File: config.mk
export PLATFORM = sky130hd
export DESIGN_NAME = sic_sysctl
export DESIGN_NICKNAME = d
export VERILOG_FILES = /design/src/hw/sic_pkg.sv /design/src/hw/sic_sysctl.sv
export VERILOG_INCLUDE_DIRS = /design/src /design/src/hw
export SDC_FILE = /design/constraint.sdc
export NUM_CORES = 1
export LEC_CHECK = 0
export ABC_AREA = 1
export ABC_CLOCK_PERIOD_IN_PS = 1700
export BUFFER_PORTS_ARGS = -buffer_cell sky130_fd_sc_hd__buf_4
export CORE_UTILIZATION = 44
export CTS_CLUSTER_DIAMETER = 60
export DETAILED_ROUTE_END_ITERATION = 8
export PLACE_DENSITY_LB_ADDON = 0.2
export SETUP_SLACK_MARGIN = 0.2
export SYNTH_ARGS = -nofsm -noshare
export SYNTH_HDL_FRONTEND = slang
export SYNTH_SLANG_ARGS = --single-unit
File: constraint.sdc
create_clock -name ref_clk_i -period 1.7 [get_ports ref_clk_i]
set_clock_uncertainty 0.15 [all_clocks]
set_input_delay 0.17 -clock ref_clk_i [delete_from_list [all_inputs] [get_ports ref_clk_i]]
set_output_delay 0.17 -clock ref_clk_i [all_outputs]
set_load 0.1 [all_outputs]
File: src/hw/sic_consts.svh
`ifndef SIC_CONSTS_SVH
`define SIC_CONSTS_SVH

// Register byte offsets
`define SIC_RAW_OFS 8'h50
`define SIC_MASK_OFS 8'h54
`define SIC_MISC_OFS 8'h58
`define SIC_CAUSE_OFS 8'h5C

// Event bit positions, shared by raw, mask and masked registers
`define SIC_BIT_LOOP_READY 6
`define SIC_BIT_CUR_LIMIT 5
`define SIC_BIT_INT_OSC 4
`define SIC_BIT_MAIN_OSC 3
`define SIC_BIT_REG_UNREG 2
`define SIC_BIT_BROWNOUT 1
`define SIC_BIT_LOOP_FAULT 0

// Reset-cause bit positions
`define SIC_CAUSE_PWR_GOOD 5
`define SIC_CAUSE_SOFTWARE 4
`define SIC_CAUSE_WATCHDOG 3
`define SIC_CAUSE_BROWNOUT 2
`define SIC_CAUSE_POWER_ON 1
`define SIC_CAUSE_EXTERNAL 0

// Field widths and reset values
`define SIC_EVT_W 7
`define SIC_CAUSE_W 6
`define SIC_EVT_RST 7'h00
`define SIC_CAUSE_RST 6'h00

`endif

File: src/hw/sic_pkg.sv
package sic_pkg;
  // One bit per system-control event
  typedef logic [6:0] sic_evt_t;
  // One bit per reset source
  typedef logic [5:0] sic_cause_t;
endpackage

File: src/hw/sic_sysctl.sv
// Design decision made here: the Wishbone interface to the registers.
`include "sic_consts.svh"
// How it works
// [RQ1] Masked bit is raw AND mask, and bit 1 also needs select clear; any masked bit raises the interrupt.
// [RQ2] Writing one to a masked bit clears it and its raw bit.
// [RQ3] Bit 6 sets on loop ready timer expiry when its mask is set.
// [RQ4] Bit 5 sets on regulator current limit when its mask is set.
// [RQ5] Bit 4 sets on internal oscillator fault when its mask is set.
// [RQ6] Bit 3 sets on main oscillator fault when its mask is set.
// [RQ7] Bit 2 sets on unregulated regulator output when masked in.
// [RQ8] Brown-out bit 1 interrupts only with mask set and select clear.
// [RQ9] Bit 0 sets when the loop stops oscillating and its mask is set.
// [RQ10] Reset-cause value comes from the reset source, not a constant.
// [RQ11] External pin reset sets bit 0 and clears all other causes.
// [RQ12] Other reset sources set their flag and keep earlier flags; power-on instead loads only the sources seen in its own pulse.
// [RQ13] Cause bit 5 power-good lost, bit 4 software, bit 3 watchdog.
// [RQ14] Cause bit 2 brown-out, bit 1 power-on, bit 0 external pin.
// [RQ15] A clear mask bit keeps its event from causing an interrupt.
// [RQ16] Software may overwrite every cause flag, ideally to zero.
// [RQ17] Reserved upper bits ignore writes and read as zero.
module sic_sysctl (
  // Clock and reset
  input wire logic ref_clk_i,
  input wire logic rst_i,
  // Wishbone slave
  input wire logic cyc_i,
  input wire logic stb_i,
  input wire logic we_i,
  input wire logic [7:0] adr_i,
  input wire logic [3:0] sel_i,
  input wire logic [31:0] dat_i,
  output logic [31:0] dat_o,
  output logic ack_o,
  // Raw event sources, high while the condition holds, then the brown-out interrupt-or-reset select
  input wire logic loop_ready_i,
  input wire logic cur_limit_i,
  input wire logic int_osc_fault_i,
  input wire logic main_osc_fault_i,
  input wire logic reg_unreg_i,
  input wire logic brownout_i,
  input wire logic loop_fault_i,
  input wire logic brownout_irq_or_reset_select_i,
  // Reset sources, sampled while rst_i is high
  input wire logic ext_reset_i,
  input wire logic power_on_reset_i,
  input wire logic brownout_reset_i,
  input wire logic watchdog_reset_i,
  input wire logic software_reset_i,
  input wire logic power_good_lost_i,
  // Interrupt and status
  output logic irq_o,
  output logic [6:0] masked_status_o
);

  sic_pkg::sic_evt_t raw_event_status;
  sic_pkg::sic_evt_t event_mask_control;
  sic_pkg::sic_cause_t reset_cause_log;
  sic_pkg::sic_cause_t cause_seen;
  logic rst_q;

  // Bus decode; a write lands on the edge where ack is high
  wire logic req = cyc_i && stb_i;
  wire logic wr_go = req && we_i && ack_o && sel_i[0];
  wire logic hit_raw = adr_i == `SIC_RAW_OFS;
  wire logic hit_mask = adr_i == `SIC_MASK_OFS;
  wire logic hit_misc = adr_i == `SIC_MISC_OFS;
  wire logic hit_cause = adr_i == `SIC_CAUSE_OFS;
  wire logic mask_wr = wr_go && hit_mask;
  wire logic misc_wr = wr_go && hit_misc;
  wire logic cause_wr = wr_go && hit_cause;

  // Event vector in register bit order
  wire sic_pkg::sic_evt_t evt_in = {loop_ready_i, cur_limit_i,
    int_osc_fault_i, main_osc_fault_i, reg_unreg_i, brownout_i,
    loop_fault_i}; // RQ3 RQ4 RQ5 RQ6 RQ7 RQ9

  // Brown-out only interrupts when it is not routed to reset
  wire sic_pkg::sic_evt_t evt_gate = ~(sic_pkg::sic_evt_t'(
    brownout_irq_or_reset_select_i) << `SIC_BIT_BROWNOUT); // RQ8
  wire sic_pkg::sic_evt_t masked =
    raw_event_status & event_mask_control & evt_gate; // RQ1 RQ15

  // Only the low byte carries fields; upper bits are dropped
  wire sic_pkg::sic_evt_t w1c_clr =
    misc_wr ? dat_i[`SIC_EVT_W-1:0] : `SIC_EVT_RST; // RQ2 RQ17

  // Reset sources in cause-register order
  wire sic_pkg::sic_cause_t cause_in = {power_good_lost_i,
    software_reset_i, watchdog_reset_i, brownout_reset_i,
    power_on_reset_i, ext_reset_i}; // RQ13 RQ14

  // Read mux; unmapped offsets and reserved bits read zero
  wire logic [31:0] rd_mux =
    hit_raw ? {25'h0000000, raw_event_status} :
    hit_mask ? {25'h0000000, event_mask_control} :
    hit_misc ? {25'h0000000, masked} :
    hit_cause ? {26'h0000000, reset_cause_log} :
    32'h00000000; // RQ17

  // A new event wins over a same-cycle clear so it is never lost
  wire sic_pkg::sic_evt_t next_raw =
    (raw_event_status & ~w1c_clr) | evt_in; // RQ2

  // External pin wipes history; power-on keeps only its own pulse; others pile up on what was there
  wire sic_pkg::sic_cause_t next_cause =
    cause_seen[`SIC_CAUSE_EXTERNAL] ?
      sic_pkg::sic_cause_t'(1'b1 << `SIC_CAUSE_EXTERNAL) : // RQ11
    cause_seen[`SIC_CAUSE_POWER_ON] ? cause_seen :
      reset_cause_log | cause_seen; // RQ12

  // Single-wait-state slave: ack one cycle after the request
  always_ff @(posedge ref_clk_i) begin
    if (rst_i) begin
      ack_o <= 1'b0;
      dat_o <= 32'h00000000;
    end else begin
      ack_o <= req && !ack_o;
      dat_o <= rd_mux;
    end
  end

  // Raw status and mask
  always_ff @(posedge ref_clk_i) begin
    if (rst_i) begin
      raw_event_status <= `SIC_EVT_RST;
      event_mask_control <= `SIC_EVT_RST;
    end else begin
      raw_event_status <= next_raw; // RQ2
      if (mask_wr) begin
        event_mask_control <= dat_i[`SIC_EVT_W-1:0]; // RQ15 RQ17
      end
    end
  end

  // Gather every source seen during the reset pulse; a power-on
  // sample starts afresh, since nothing held before it can be trusted
  always_ff @(posedge ref_clk_i) begin
    rst_q <= rst_i;
    if (!rst_i) begin
      cause_seen <= `SIC_CAUSE_RST; // Ready for the next pulse
    end else if (power_on_reset_i) begin
      cause_seen <= cause_in;
    end else begin
      cause_seen <= cause_seen | cause_in;
    end
  end

  // The log is never cleared by reset itself; it loads from the
  // sources at the first edge after release
  always_ff @(posedge ref_clk_i) begin
    if (rst_q && !rst_i) begin
      reset_cause_log <= next_cause; // RQ10
    end else if (cause_wr) begin
      reset_cause_log <= dat_i[`SIC_CAUSE_W-1:0]; // RQ16 RQ17
    end
  end

  // Interrupt level and flag outputs, registered
  always_ff @(posedge ref_clk_i) begin
    if (rst_i) begin
      irq_o <= 1'b0;
      masked_status_o <= `SIC_EVT_RST;
    end else begin
      irq_o <= |(next_raw & event_mask_control & evt_gate); // RQ1
      masked_status_o <= next_raw & event_mask_control & evt_gate;
    end
  end

  // Interrupt path checks. irq_o and masked_status_o are registered
  // from next state, so they lag a mask or select change by one edge;
  // those edges are left out of the equality checks on purpose.
  a_irq_follows: assert property ( // RQ1
    @(posedge ref_clk_i) disable iff (rst_i)
    !$past(rst_i) && $stable(event_mask_control)
      && $stable(brownout_irq_or_reset_select_i)
    |-> irq_o == (|masked))
    else $error("irq does not match masked status");

  a_misc_view: assert property ( // RQ1
    @(posedge ref_clk_i) disable iff (rst_i)
    !$past(rst_i) && $stable(event_mask_control)
      && $stable(brownout_irq_or_reset_select_i)
    |-> masked_status_o == masked)
    else $error("masked status output wrong");

  // The request can only come from an event that was let through
  a_irq_needs_mask: assert property ( // RQ15
    @(posedge ref_clk_i) disable iff (rst_i)
    irq_o |-> (|$past(event_mask_control)))
    else $error("irq raised with every mask bit clear");

  // Reads of the masked view return what stood a cycle before ack
  a_misc_read: assert property ( // RQ1
    @(posedge ref_clk_i) disable iff (rst_i)
    ack_o && $past(hit_misc)
    |-> dat_o[`SIC_EVT_W-1:0] == $past(masked))
    else $error("masked status read wrong");

  // Write-one-to-clear behaviour
  a_w1c_clears: assert property ( // RQ2
    @(posedge ref_clk_i) disable iff (rst_i)
    misc_wr && dat_i[`SIC_BIT_LOOP_FAULT] && !loop_fault_i
    |=> !raw_event_status[`SIC_BIT_LOOP_FAULT])
    else $error("write one did not clear raw bit");

  a_w1c_all: assert property ( // RQ2
    @(posedge ref_clk_i) disable iff (rst_i)
    misc_wr && dat_i[`SIC_EVT_W-1:0] == 7'h7F
      && evt_in == `SIC_EVT_RST
    |=> raw_event_status == `SIC_EVT_RST)
    else $error("clear of all bits left a raw bit");

  a_w0_keeps: assert property ( // RQ2
    @(posedge ref_clk_i) disable iff (rst_i)
    misc_wr && !dat_i[`SIC_BIT_CUR_LIMIT] |=>
    raw_event_status[`SIC_BIT_CUR_LIMIT] ==
      $past(raw_event_status[`SIC_BIT_CUR_LIMIT])
      || $past(cur_limit_i))
    else $error("write zero changed a bit");

  // Without a clear write no recorded bit may fall
  a_no_wr_keeps: assert property ( // RQ2
    @(posedge ref_clk_i) disable iff (rst_i)
    !misc_wr |=> (raw_event_status & $past(raw_event_status))
      == $past(raw_event_status))
    else $error("raw bit lost without a clear");

  // Each event, when let through, shows up one edge later
  a_ready_sets: assert property ( // RQ3
    @(posedge ref_clk_i) disable iff (rst_i)
    loop_ready_i && event_mask_control[`SIC_BIT_LOOP_READY] && !mask_wr
    |=> masked_status_o[`SIC_BIT_LOOP_READY] && irq_o)
    else $error("loop ready event lost");

  a_climit_sets: assert property ( // RQ4
    @(posedge ref_clk_i) disable iff (rst_i)
    cur_limit_i && event_mask_control[`SIC_BIT_CUR_LIMIT] && !mask_wr
    |=> masked[`SIC_BIT_CUR_LIMIT])
    else $error("current limit event lost");

  a_iosc_sets: assert property ( // RQ5
    @(posedge ref_clk_i) disable iff (rst_i)
    int_osc_fault_i && event_mask_control[`SIC_BIT_INT_OSC] && !mask_wr
    |=> masked[`SIC_BIT_INT_OSC])
    else $error("internal oscillator event lost");

  a_mosc_sets: assert property ( // RQ6
    @(posedge ref_clk_i) disable iff (rst_i)
    main_osc_fault_i && event_mask_control[`SIC_BIT_MAIN_OSC] && !mask_wr
    |=> masked[`SIC_BIT_MAIN_OSC])
    else $error("main oscillator event lost");

  a_unreg_sets: assert property ( // RQ7
    @(posedge ref_clk_i) disable iff (rst_i)
    reg_unreg_i && event_mask_control[`SIC_BIT_REG_UNREG] && !mask_wr
    |=> masked[`SIC_BIT_REG_UNREG])
    else $error("unregulated event lost");

  // Brown-out needs the mask and a select that keeps it off reset
  a_bor_sets: assert property ( // RQ8
    @(posedge ref_clk_i) disable iff (rst_i)
    brownout_i && event_mask_control[`SIC_BIT_BROWNOUT] && !mask_wr
      && !brownout_irq_or_reset_select_i
    |=> masked_status_o[`SIC_BIT_BROWNOUT])
    else $error("brown-out event lost");

  a_bor_gated: assert property ( // RQ8
    @(posedge ref_clk_i) disable iff (rst_i)
    brownout_irq_or_reset_select_i |-> !masked[`SIC_BIT_BROWNOUT])
    else $error("brown-out interrupt while routed to reset");

  a_lfault_sets: assert property ( // RQ9
    @(posedge ref_clk_i) disable iff (rst_i)
    loop_fault_i && event_mask_control[`SIC_BIT_LOOP_FAULT] && !mask_wr
    |=> masked[`SIC_BIT_LOOP_FAULT])
    else $error("loop fault event lost");

  // Masking hides an event from the request but not from the record
  a_raw_records: assert property ( // RQ15
    @(posedge ref_clk_i) disable iff (rst_i)
    evt_in != `SIC_EVT_RST
    |=> (raw_event_status & $past(evt_in)) == $past(evt_in))
    else $error("raw status missed an event");

  a_mask_blocks: assert property ( // RQ15
    @(posedge ref_clk_i) disable iff (rst_i)
    event_mask_control == `SIC_EVT_RST |-> !(|masked))
    else $error("event passed a clear mask");

  a_mask_write: assert property ( // RQ15
    @(posedge ref_clk_i) disable iff (rst_i)
    mask_wr |=> event_mask_control == $past(dat_i[`SIC_EVT_W-1:0]))
    else $error("mask write did not land");

  // Reset-release cause checks run through reset, so they carry no disable
  a_ext_wipes: assert property ( // RQ11
    @(posedge ref_clk_i)
    rst_q && !rst_i && cause_seen[`SIC_CAUSE_EXTERNAL]
    |=> reset_cause_log == 6'h01)
    else $error("external reset kept old causes");

  a_cause_piles: assert property ( // RQ12
    @(posedge ref_clk_i)
    rst_q && !rst_i && !cause_seen[`SIC_CAUSE_EXTERNAL]
      && !cause_seen[`SIC_CAUSE_POWER_ON]
    |=> reset_cause_log == ($past(reset_cause_log) | $past(cause_seen)))
    else $error("reset causes did not accumulate");

  a_por_fresh: assert property ( // RQ10
    @(posedge ref_clk_i)
    rst_q && !rst_i && !cause_seen[`SIC_CAUSE_EXTERNAL]
      && cause_seen[`SIC_CAUSE_POWER_ON]
    |=> reset_cause_log == $past(cause_seen))
    else $error("power-on cause not loaded fresh");

  a_cause_write: assert property ( // RQ16
    @(posedge ref_clk_i) disable iff (rst_i)
    cause_wr && !(rst_q && !rst_i)
    |=> reset_cause_log == $past(dat_i[`SIC_CAUSE_W-1:0]))
    else $error("cause log write did not land");

  a_cause_read: assert property ( // RQ10
    @(posedge ref_clk_i) disable iff (rst_i)
    ack_o && $past(hit_cause)
    |-> dat_o[`SIC_CAUSE_W-1:0] == $past(reset_cause_log))
    else $error("cause log read wrong");

  // Bus handshake; writes and clears rely on this timing
  a_ack_timing: assert property ( // RQ2
    @(posedge ref_clk_i) disable iff (rst_i)
    req && !ack_o |=> ack_o)
    else $error("ack did not follow the request");

  a_ack_single: assert property ( // RQ17
    @(posedge ref_clk_i) disable iff (rst_i)
    ack_o |=> !ack_o)
    else $error("ack held for more than one cycle");

  a_resv_zero: assert property ( // RQ17
    @(posedge ref_clk_i) disable iff (rst_i)
    ack_o |-> dat_o[31:7] == 25'h0000000)
    else $error("reserved bits read nonzero");

  // Main scenarios that the bench is expected to reach
  c_event_irq: cover property (@(posedge ref_clk_i) disable iff (rst_i)
    !irq_o ##1 irq_o);
  c_w1c_drop: cover property (@(posedge ref_clk_i) disable iff (rst_i)
    irq_o && misc_wr ##1 !irq_o);
  c_ext_reset: cover property (@(posedge ref_clk_i)
    rst_q && !rst_i && cause_seen[`SIC_CAUSE_EXTERNAL]);
  c_sw_accum: cover property (@(posedge ref_clk_i)
    rst_q && !rst_i && cause_seen[`SIC_CAUSE_SOFTWARE]
      && reset_cause_log[`SIC_CAUSE_WATCHDOG]);
  c_bor_routed: cover property (@(posedge ref_clk_i) disable iff (rst_i)
    brownout_i && brownout_irq_or_reset_select_i
      && event_mask_control[`SIC_BIT_BROWNOUT]);

endmodule

; ---- Word level (Yosys, flattened, before mapping)
; Index checks and enable logic that the tools add are counted.
[totals]
inputBits = 63
regBits = 68
[classes]
bitwise = 10
n_reduce_logical = 14
muxes = 10
eq_ne = 4
[ops]
columns = op, n
row1 = $mux 6, 6
row2 = $and 7x7->7, 5
row3 = $eq 8x7->1 const B, 4
row4 = $mux 7, 4
row5 = $or 6x6->6, 2
row6 = $logic_and 1x1->1, 9
row7 = $not 2->7, 1
row8 = $not 7->7, 1
row9 = $or 7x7->7, 1
row10 = $reduce_or 7->1, 1
row11 = $reduce_or 4->1, 1
row12 = $logic_not 1->1, 2
row13 = $reduce_bool 2->1, 1

; ---- Longest topological paths before layout
; Gate-level depths: netlist of the first run.
[logic_depth]
ltp_word = 12
ltp_mapped = 11

; ---- Worst setup path before layout of the first run
; OpenSTA, ideal clock, no wires.
[synth_timing]
kind = reg-to-reg
start = reg ack_o
end = reg irq_o
slack_ps = -486
path_buffers = 1
period_less_slack_ps = 2186
t_required_ps = 1433
arrival_ps = 1919
setup_ps = 117
path_stages_with_launch = 11
cell_sequence = dfxtp_1 > nand3_1 > nor2_2 > buf_4 > nand3_1 > nand2_1 > nand2_1 > nand2_1 > nand2_1 > nor2_1 > a21oi_1
[synth_between]
elab_chain_cells = 10
[synth_rtl]
columns = element, line
row1 = "start, declared", sic_sysctl.sv:33  ; output logic ack_o,
row2 = "start signal, assigned", sic_sysctl.sv:117  ; ack_o <= req && !ack_o;
row3 = $logic_and 1x1->1 (2 in a row), sic_sysctl.sv:63  ; wire logic wr_go = req && we_i && ack_o && sel_i[0];
row4 = $logic_and 1x1->1, sic_sysctl.sv:69  ; wire logic misc_wr = wr_go && hit_misc;
row5 = $mux 7 (no line), n/a
row6 = $not 7->7, sic_sysctl.sv:102  ; (raw_event_status & ~w1c_clr) | evt_in;
row7 = $and 7x7->7, sic_sysctl.sv:102
row8 = $or 7x7->7, sic_sysctl.sv:102
row9 = $and 7x7->7 (2 in a row), sic_sysctl.sv:164  ; irq_o <= |(next_raw & event_mask_control & evt_gate);
row10 = $reduce_or 7->1, sic_sysctl.sv:164
row11 = "end signal, assigned", sic_sysctl.sv:164
row12 = "end, declared", sic_sysctl.sv:51  ; output logic irq_o,
; No other way between the ends.
; A chain may end at the register's enable or synchronous reset.

; ---- Worst setup path in the final report of the first run
; Ends and elaborated chain as after synthesis.

==> results.yml, run 1 <==
routing:
  wl_per_cell_um: 11.4
  antenna_left: 0
  routed_wl_um: 4250
  first_pass_iters: 4
  drtIter0Drc: 112
  post-route-drc-count: 0
  vias_per_cell: 4.64
  vias: 1729
sta:
  grt_setup_unrepaired: "true"
  tns_ns: 0
  post-route-min-period_ns: 1.53
  setup_violations: 0
  drv_slew: 0
  fin_ws_ns: 0.171
  max_freq_ghz: 0.654
  period_share: 0.900
  hold_violations: 0
power_and_ir_drop:
  ir_drop_mv: 0.511
  power.density_nw_per_um2: 808
  leakage_uw: 0.00121
placement:
  dp_hpwl_um: 2940
  place_ws_ns: 0.0741
  gp_routability_congestion: 0.798
  io_buffers: 50
setup_path:
  r2r_cells: 10
  r2r_slack_ns: 0.17
  critical_path.startpoint_type: "register"
  endpoint: "irq_o"
  reg2reg_from: "ack_o"
  critical_path_class: "reg -> reg"
  crit_start: "ack_o"
  timing.rr.end: "irq_o"
  arrival_ns: 1.55
  required_ns: 1.72
  crit_fanout: 7
  cp-end-kind: "register"
floorplan:
  start_util: 0.472
  die_h_um: 68.5
  core_um2: 4120
  dieArea_um2: 4690
  die_w_um: 68.5
  pin_count: 104
  row_count: 23
global_route:
  grt_pass1_wl_um: 6600
  grt_remaining_overflow: 0
  track_usage: 0.196
  grt_pass1_vias: 1487
  grt_max_degree: 28
  antenna_found_initial: 0
logic_synthesis:
  seq_area_frac_synth: 0.474
  synth-seq-cells: 43
  syn_area_per_cell_um2: 7.87
  netlist_instances: 247
  yosys_warnings: 0
  synth_area_um2: 1940
  synth_cell_types: 26
cts:
  clock_latency_ns: 0.29
  cts_root_buf: "clkbuf_8"
  clock_path_buffers: 2
  clkTransAtPathRegs_ns: 0.07
  cts_max_level: 2
  cts_buffers: 5
  cts_tree: "done"
  cts_sinks: 43
layout:
  finalNetCount: 385
  fillCellCount: 372
  area_growth_pct: 36.3
  drive_above_1_share: 0.319
  antenna_cells: 0
outcome:
  status: "complete, no violations"
run:
  drv_cap: 0
min_path:
  hold_depth: 3
  min_path_type: "in -> reg"
kinds of logic after synthesis:
family	after synthesis	share of synthesized area
DFF	43	0.474
other	1	0.00193
and+or+nand+nor	96	0.226
buffers and inverters	55	0.161
AOI/OAI and AO/OA	52	0.138
Yosys cell counts:
master	count	area [µm²]
o21ai_0	11	55.1
nor2_2	3	18.8
a31oi_1	1	6.26
clkbuf_1	3	11.3
nor2_4	2	22.5
or2_2	1	6.26
nand2_2	3	18.8
dfxtp_1	37	741
nand3_1	14	70.1
buf_6	1	11.3
nor3_1	1	5.00
nand2_4	1	11.3
nand4_4	1	21.3
inv_1	21	78.8
edfxtp_1	6	180
o211ai_1	1	7.51
buf_4	26	195
nor2_1	29	109
a21oi_1	36	180
nand2_1	40	150
inv_2	3	11.3
conb_1	1	3.75
nand4_1	1	6.26
buf_2	1	5.00
o21ai_1	2	10.0
o21ai_2	1	8.76
power by group:
| part | internal [µW] | switching [µW] |
|---|---|---|
| Combinational | 107 | 344 |
| Sequential | 1060 | 18.4 |
| Clock | 280 | 329 |
through the flow:
stage	power [µW]	utilization	cells	hold slack (ns)	area [µm²]
floorplan	1470	-	271	0.0477	2060
global placement	1520	0.563	346	0.222	2320
detailed placement	1520	0.563	346	0.234	2320
CTS	2140	0.620	369	0.00786	2550
global route	2230	0.644	373	0.0218	2650
finish	2140	0.644	373	0.0111	2650
repair_timing:
item / in CTS / in global routing
pin swaps: 1 / 13
resized for setup: 0 / 19
hold buffers: 12 / 0
setup buffers: 3 / 4
hold endpoints to repair: 12 / 0
setup endpoints to repair: 1 / 1
cell type report:
type | instances | area [µm²] | area share
Clock buffer | 6 | 72.6 | 0.0274
Clock inverter | 2 | 7.51 | 0.00283
Inverter | 24 | 90.1 | 0.0340
Multi-Input combinational cell | 173 | 883 | 0.333
Sequential cell | 43 | 925 | 0.349
Tap cell | 50 | 62.6 | 0.0236
Timing Repair Buffer | 75 | 609 | 0.230
critical path, cell delays in order, from the launching register on:
cell	delay [ns]
dfxtp_4	0.36
nand3_4	0.06
nor2_4	0.16
buf_12	0.14
nand3_2	0.08
nand2_2	0.11
nand2_2	0.06
nand2_2	0.07
nand2_2	0.06
nor2_2	0.09
a21oi_1	0.06
layer usage:
layer	vias up	wire, µm	GRT usage
met5	-	0	0
met4	0	48	0.0807
met3	5	284	0.0450
met2	60	2130	0.330
met1	767	1790	0.237
li1	897	-	-
state kept, by name (all words and copies together) (netlist names):
| register | count |
|---|---|
| ack_o | 1 |
| masked_status_o | 7 |
| event_mask_control | 7 |
| irq_o | 1 |
| reset_cause_log | 6 |
| dat_o | 7 |
| raw_event_status | 7 |
| rst_q | 1 |
| cause_seen | 6 |
worst min-delay path by stage:
stage                                       end              from  slack, ns
after floorplan                           rst_q             rst_i       0.05
after global placement            cause_seen[2]  brownout_reset_i       0.22
after detailed placement          cause_seen[3]  watchdog_reset_i       0.23
after CTS                 event_mask_control[6]          dat_i[6]      0.008
after global routing                      rst_q             rst_i       0.02
final                       raw_event_status[1]        brownout_i       0.01
cell usage in the layout, fill, tap and decap left out:
cell,n
buf_4,61
a21oi_1,36
dfxtp_1,36
nand2_1,29
nor2_1,27
conb_1,25
inv_1,21
nand2_2,14
dlygate4sd3_1,12
o21ai_0,8
nand3_1,8
edfxtp_1,6
o21ai_1,5
clkbuf_8,5
nor2_2,4
nand3_2,4
nor2_4,3
inv_2,3
nand3_4,2
clkinv_1,2
or2_2,1
nand4_4,1
nand2_4,1
nand4_1,1
a31oi_1,1
o21ai_2,1
o211ai_1,1
nor3_1,1
dfxtp_4,1
clkbuf_1,1
buf_12,1
buf_6,1
No activity file was read; power rests on OpenSTA's default activity.
==> run 2: changes to the inputs <==
--- a/config.mk
+++ b/config.mk
@@ -6,10 +6,10 @@
 export SDC_FILE = /design/constraint.sdc
 export NUM_CORES = 1
 export LEC_CHECK = 0
-export ABC_AREA = 1
+export ABC_AREA = 0
 export ABC_CLOCK_PERIOD_IN_PS = 1700
 export BUFFER_PORTS_ARGS = -buffer_cell sky130_fd_sc_hd__buf_4
-export CORE_UTILIZATION = 44
+export CORE_UTILIZATION = 45
 export CTS_CLUSTER_DIAMETER = 60
 export DETAILED_ROUTE_END_ITERATION = 8
 export PLACE_DENSITY_LB_ADDON = 0.2
==> results.yml, run 2 <==
outcome:
  status: "finished, violations left"
  violations: "hold timing, setup timing"
routing:
  wl_per_cell_um: 13.6
  antenna_left: 0
  drtIter0Drc: 87
  first_pass_iters: 4
  vias_per_cell: 4.90
  post-route-drc-count: 0
  vias: 1685
  routed_wl_um: 4670
logic_synthesis:
  synth_cell_types: 37
  netlist_instances: 209
  synth_edf_count: 6
  synth_top_area_frac: 0.377
  syn_area_per_cell_um2: 9.39
  ys_dominant_reg_cell: "dfxtp_1"
  synth_top_area_cell: "dfxtp_1"
  yosysMostFrequentCell: "dfxtp_1"
  synth_area_leaders: "dfxtp_1 38%, buf_4 9.6%, edfxtp_1 9.2%"
  synth_area_um2: 1960
  ys_async_sr_fraction: 0
  yosys_warnings: 0
  synth_common_cells: "37 x dfxtp_1, 25 x buf_4, 19 x nor2_1"
  synth-seq-cells: 43
  seq_area_frac_synth: 0.469
global_route:
  track_usage: 0.215
  grt.busiest_layer: "met2"
  antenna_found_initial: 0
  met3_usage: 0.0483
  grtUsageMet2: 0.385
  grt_max_degree: 18
  grt_pass1_wl_um: 7150
  grt_remaining_overflow: 0
  gr-usage-met1: 0.236
  grt_pass1_vias: 1603
setup_path:
  critical_path.startpoint_type: "register"
  slowest_stage: "dfxtp_4"
  required_ns: 1.72
  cp-end-kind: "register"
  path_delay_family: "compound AO/OA/AOI/OAI gates"
  arrival_ns: 1.83
  path_cells: "and4_1 > and4_1 > buf_6 > a31oi_4 > a2111oi_4 > buf_4 > a41oi_2"
  crit_fanout: 5
  max_stage_delay_ns: 0.34
  critical_path_class: "reg -> reg"
  path_common_cell: "and4_1"
  path_buf_inv: 2
layout:
  drive_above_1_share: 0.340
  fin_area_um2: 2790
  finalNetCount: 356
  area_growth_pct: 42.3
  ff_latch_area_um2: 925
  finish.utilization: 0.684
  final_cell_mix: "68 x buf_4, 36 x dfxtp_1, 25 x conb_1, 18 x nor2_1, 13 x dlygate4sd3_1"
  fillCellCount: 336
  fin_cells: 344
  antenna_cells: 0
  mostFrequentLayoutCell: "buf_4"
  multi_input_area_um2: 981
placement:
  dp_hpwl_um: 3230
  dpl.cell_count: 318
  gp_routability_congestion: 0.753
  place_area_um2: 2420
  io_buffers: 50
cts:
  clock_path_buffers: 2
  clock_latency_ns: 0.29
  cts_root_buf: "clkbuf_8"
  cts_buffers: 5
  cts_sinks: 43
  cts_max_level: 2
  cts_tree: "done"
  clkTransAtPathRegs_ns: 0.08
sta:
  period_share: 1.07
  post-route-min-period_ns: 1.81
  max_freq_ghz: 0.552
  whs_ns: -0.0265
  grt_setup_unrepaired: "true"
  fin_ws_ns: -0.113
  drv_slew: 0
  hold_violations: 2
  setup_violations: 8
floorplan:
  dieArea_um2: 4630
  die_h_um: 68.1
  start_util: 0.480
  core_um2: 4090
  pin_count: 104
  die_w_um: 68.1
  row_count: 23
power_and_ir_drop:
  ir_drop_mv: 0.554
  leakage_uw: 0.00121
  power.density_nw_per_um2: 792
run:
  drv_cap: 0
min_path:
  min_path_type: "in -> reg"
run 2: cell types whose count changed after synthesis, sizes merged, moves of 7 or more:
cell / before / now
a21oi: 36 / 10
inv: 24 / 10
mux2i: 0 / 7
nand2: 44 / 9
nand3: 14 / 1
nor2: 34 / 19
nor2b: 0 / 11
run 2: worst register-to-register path, stage by stage, from the launching register on:
cell and delay, ns:
dfxtp_4 0.34, and4_1 0.19, and4_1 0.20, buf_6 0.14, a31oi_4 0.09, a2111oi_4 0.34, buf_4 0.17, a41oi_2 0.08
run 2: cell families after synthesis:
| group | after synthesis | synth area share |
|---|---|---|
| simple gates | 64 | 0.185 |
| compound gates | 49 | 0.166 |
| buf+inv | 44 | 0.137 |
| flops | 43 | 0.469 |
| mux | 7 | 0.0357 |
| xor+xnor | 1 | 0.00446 |
| other cells | 1 | 0.00191 |
run 2: path summary, 6_finish.rpt:
kind	start	endpoint	slack, ns	depth (start not counted)
worst min-delay path	cyc_i	ack_o	-0.03	3
worst max-delay path	ack_o	irq_o	-0.11	7
worst min register to register	raw_event_status[1]	dat_o[1]	0.34	2
worst max register to register	ack_o	irq_o	-0.11	7
run 2: area by class of cell:
| cell class | instances | area share |
|---|---|---|
| Multi-Input combinational cell | 146 | 0.351 |
| Sequential cell | 43 | 0.331 |
| Timing Repair Buffer | 87 | 0.253 |
| Clock buffer | 8 | 0.0287 |
| Tap cell | 50 | 0.0224 |
| Inverter | 10 | 0.0134 |
run 2: power by group:
group | switching [µW] | leakage, µW | total, µW | internal [µW]
Clock | 329 | 0.0000395 | 621 | 292
Sequential | 20.0 | 0.000360 | 1080 | 1060
Combinational | 365 | 0.000806 | 510 | 146
run 2: routing by layer:
layer  wire (µm)  up-vias
met4         133        0
met3         283       15
li1            -      835
met2        2340       73
met1        1920      762
met5           0        -
run 2: repair_timing:
item / CTS / global route
gates resized for setup: 12 / 14
endpoints found under the setup margin: 23 / 28
buffers inserted: 2 / 3
pin swaps: 9 / 9
hold buffers: 14 / 0
hold endpoints to repair: 17 / 0
run 2: per-stage QoR:
| step | total power [µW] | TNS (ns) | hold slack, ns | setup slack, ns |
|---|---|---|---|---|
| after floorplan | 1490 | -0.240 | 0.0477 | -0.225 |
| after global placement | 1560 | -0.449 | 0.228 | -0.209 |
| after detailed placement | 1570 | -0.694 | 0.232 | -0.263 |
| after CTS | 2210 | -0.197 | 0.00920 | -0.0814 |
| after global routing | 2290 | -1.62 | 0.0219 | -0.179 |
| final | 2210 | -0.733 | -0.0265 | -0.113 |
==> run 3: changes to the inputs <==
--- a/config.mk
+++ b/config.mk
@@ -9,11 +9,12 @@
 export ABC_AREA = 0
 export ABC_CLOCK_PERIOD_IN_PS = 1700
 export BUFFER_PORTS_ARGS = -buffer_cell sky130_fd_sc_hd__buf_4
-export CORE_UTILIZATION = 45
+export CORE_UTILIZATION = 30
 export CTS_CLUSTER_DIAMETER = 60
 export DETAILED_ROUTE_END_ITERATION = 8
-export PLACE_DENSITY_LB_ADDON = 0.2
+export PLACE_DENSITY_LB_ADDON = 0.08
 export SETUP_SLACK_MARGIN = 0.2
 export SYNTH_ARGS = -nofsm -noshare
 export SYNTH_HDL_FRONTEND = slang
 export SYNTH_SLANG_ARGS = --single-unit
+export TNS_END_PERCENT = 1
==> results.yml, run 3 (same netlist as run 2, synthesis figures left out) <==
routing:
  first_pass_iters: 4
  antenna_left: 0
  vias: 1646
  post-route-drc-count: 0
  drtIter0Drc: 64
  routed_wl_um: 4860
  wl_per_cell_um: 13.0
  vias_per_cell: 4.39
power_and_ir_drop:
  p_sw_frac: 0.332
  intPower_uw: 1500
  leakage_uw: 0.00121
  p_seq_frac: 0.480
  ir_drop_mv: 0.370
  power.density_nw_per_um2: 796
  power_uw: 2250
  p_comb_frac: 0.230
  switchingPower_uw: 748
  clkPwrFrac: 0.291
setup_path:
  timing.rr.end: "irq_o"
  critical_path_class: "reg -> reg"
  crit_start: "ack_o"
  r2r_cells: 7
  cp-end-kind: "register"
  reg2reg_from: "ack_o"
  r2r_slack_ns: -0.09
  required_ns: 1.72
  crit_fanout: 5
  arrival_ns: 1.81
  critical_path.startpoint_type: "register"
  endpoint: "irq_o"
placement:
  place_ws_ns: -0.252
  io_buffers: 50
  dpl.cell_count: 347
  gp_routability_congestion: 0.752
  dp_hpwl_um: 3470
cts:
  cts_sinks: 43
  cts_root_buf: "clkbuf_8"
  cts_buffers: 5
  cts_max_level: 2
  cts_tree: "done"
  clkTransAtPathRegs_ns: 0.09
  clock_latency_ns: 0.30
  clock_path_buffers: 2
layout:
  finalNetCount: 360
  drive_above_1_share: 0.319
  multi_input_area_um2: 945
  fin_cells: 375
  finish.utilization: 0.445
  ff_latch_area_um2: 925
  antenna_cells: 0
  area_growth_pct: 44.0
  final_cell_mix: "70 x buf_4, 36 x dfxtp_1, 25 x conb_1, 18 x nor2_1, 18 x dlygate4sd3_1"
  fillCellCount: 657
  mostFrequentLayoutCell: "buf_4"
floorplan:
  row_count: 29
  die_w_um: 82.9
  start_util: 0.309
  die_h_um: 82.9
  core_um2: 6350
  dieArea_um2: 6870
  pin_count: 104
global_route:
  antenna_found_initial: 0
  grt_pass1_vias: 1597
  grt_pass1_wl_um: 7900
  grt_remaining_overflow: 0
  track_usage: 0.146
  grt_max_degree: 18
sta:
  hold_violations: 0
  setup_violations: 1
  grt_setup_unrepaired: "true"
  max_freq_ghz: 0.559
  post-route-min-period_ns: 1.79
  period_share: 1.05
  fin_ws_ns: -0.0890
  drv_slew: 0
outcome:
  violations: "setup timing"
  status: "finished, violations left"
min_path:
  hold_start: "loop_fault_i"
  min_path_type: "in -> reg"
run:
  drv_cap: 0
-- run 3: changes by cell type in the layout (fill, tap and decap cells not counted), moves of 2 or more --
cell,change
o21ai_1,+5
a21oi_1,+3
buf_4,+2
dlygate4sd3_1,+5
a21oi_2,-3
clkbuf_1,-2
o21ai_2,-3
buf_6,-3
-- run 3: final cells by class --
type                            instances  area share
Tap cell                               77      0.0341
Clock buffer                            6      0.0257
Sequential cell                        43       0.327
Multi-Input combinational cell        146       0.334
Timing Repair Buffer                   91       0.262
Clock inverter                          2     0.00442
Inverter                               10      0.0133
-- run 3: routing by layer --
metal / GRT usage / up-vias / wire length (µm)
met5: 0 / - / 0
li1: - / 842 / -
met4: 0.0423 / 0 / 53
met2: 0.233 / 42 / 2260
met1: 0.193 / 758 / 2350
met3: 0.0388 / 4 / 198
-- run 3: how the worst min path moves through the flow --
stage               cells after the start                     to
finish                                  3    raw_event_status[0]
global route                            3    raw_event_status[0]
CTS                                     3  event_mask_control[4]
detailed placement                      2          cause_seen[0]
global placement                        2          cause_seen[0]
floorplan                               0                  rst_q
-- run 3: what timing repair did --
action	4_1_cts	5_1_grt
cloned	0	0
pin swaps	19	3
setup endpoints to repair	24	27
hold endpoints to repair	13	0
gates resized for setup	13	7
buffers inserted	2	0
hold buffers	18	0
-- run 3: through the flow --
step           area [µm²]  hold slack [ns]  setup TNS [ns]
2_1_floorplan        2070           0.0477          -0.844
3_3_place_gp         2470            0.228          -0.814
3_5_place_dp         2470            0.232          -0.903
4_1_cts              2790         0.000492          -0.396
5_1_grt              2830          0.00649          -0.838
6_report             2830          0.00929         -0.0890
-- run 3: worst max-delay path, stage by stage, from the launching register on --
cell and delay (ns):
dfxtp_4 0.35, and4_4 0.19, and4_1 0.20, buf_6 0.14
a31oi_4 0.09, a2111oi_4 0.31, buf_4 0.16, a41oi_2 0.07
-- run 3: power groups by stage --
stage	registers, µW	logic [µW]	clock network, µW
6_report	1080	517	654
5_1_grt	1080	543	717
4_1_cts	1080	513	682
3_5_place_dp	1100	474	0
3_3_place_gp	1100	474	0
2_1_floorplan	1110	386	0
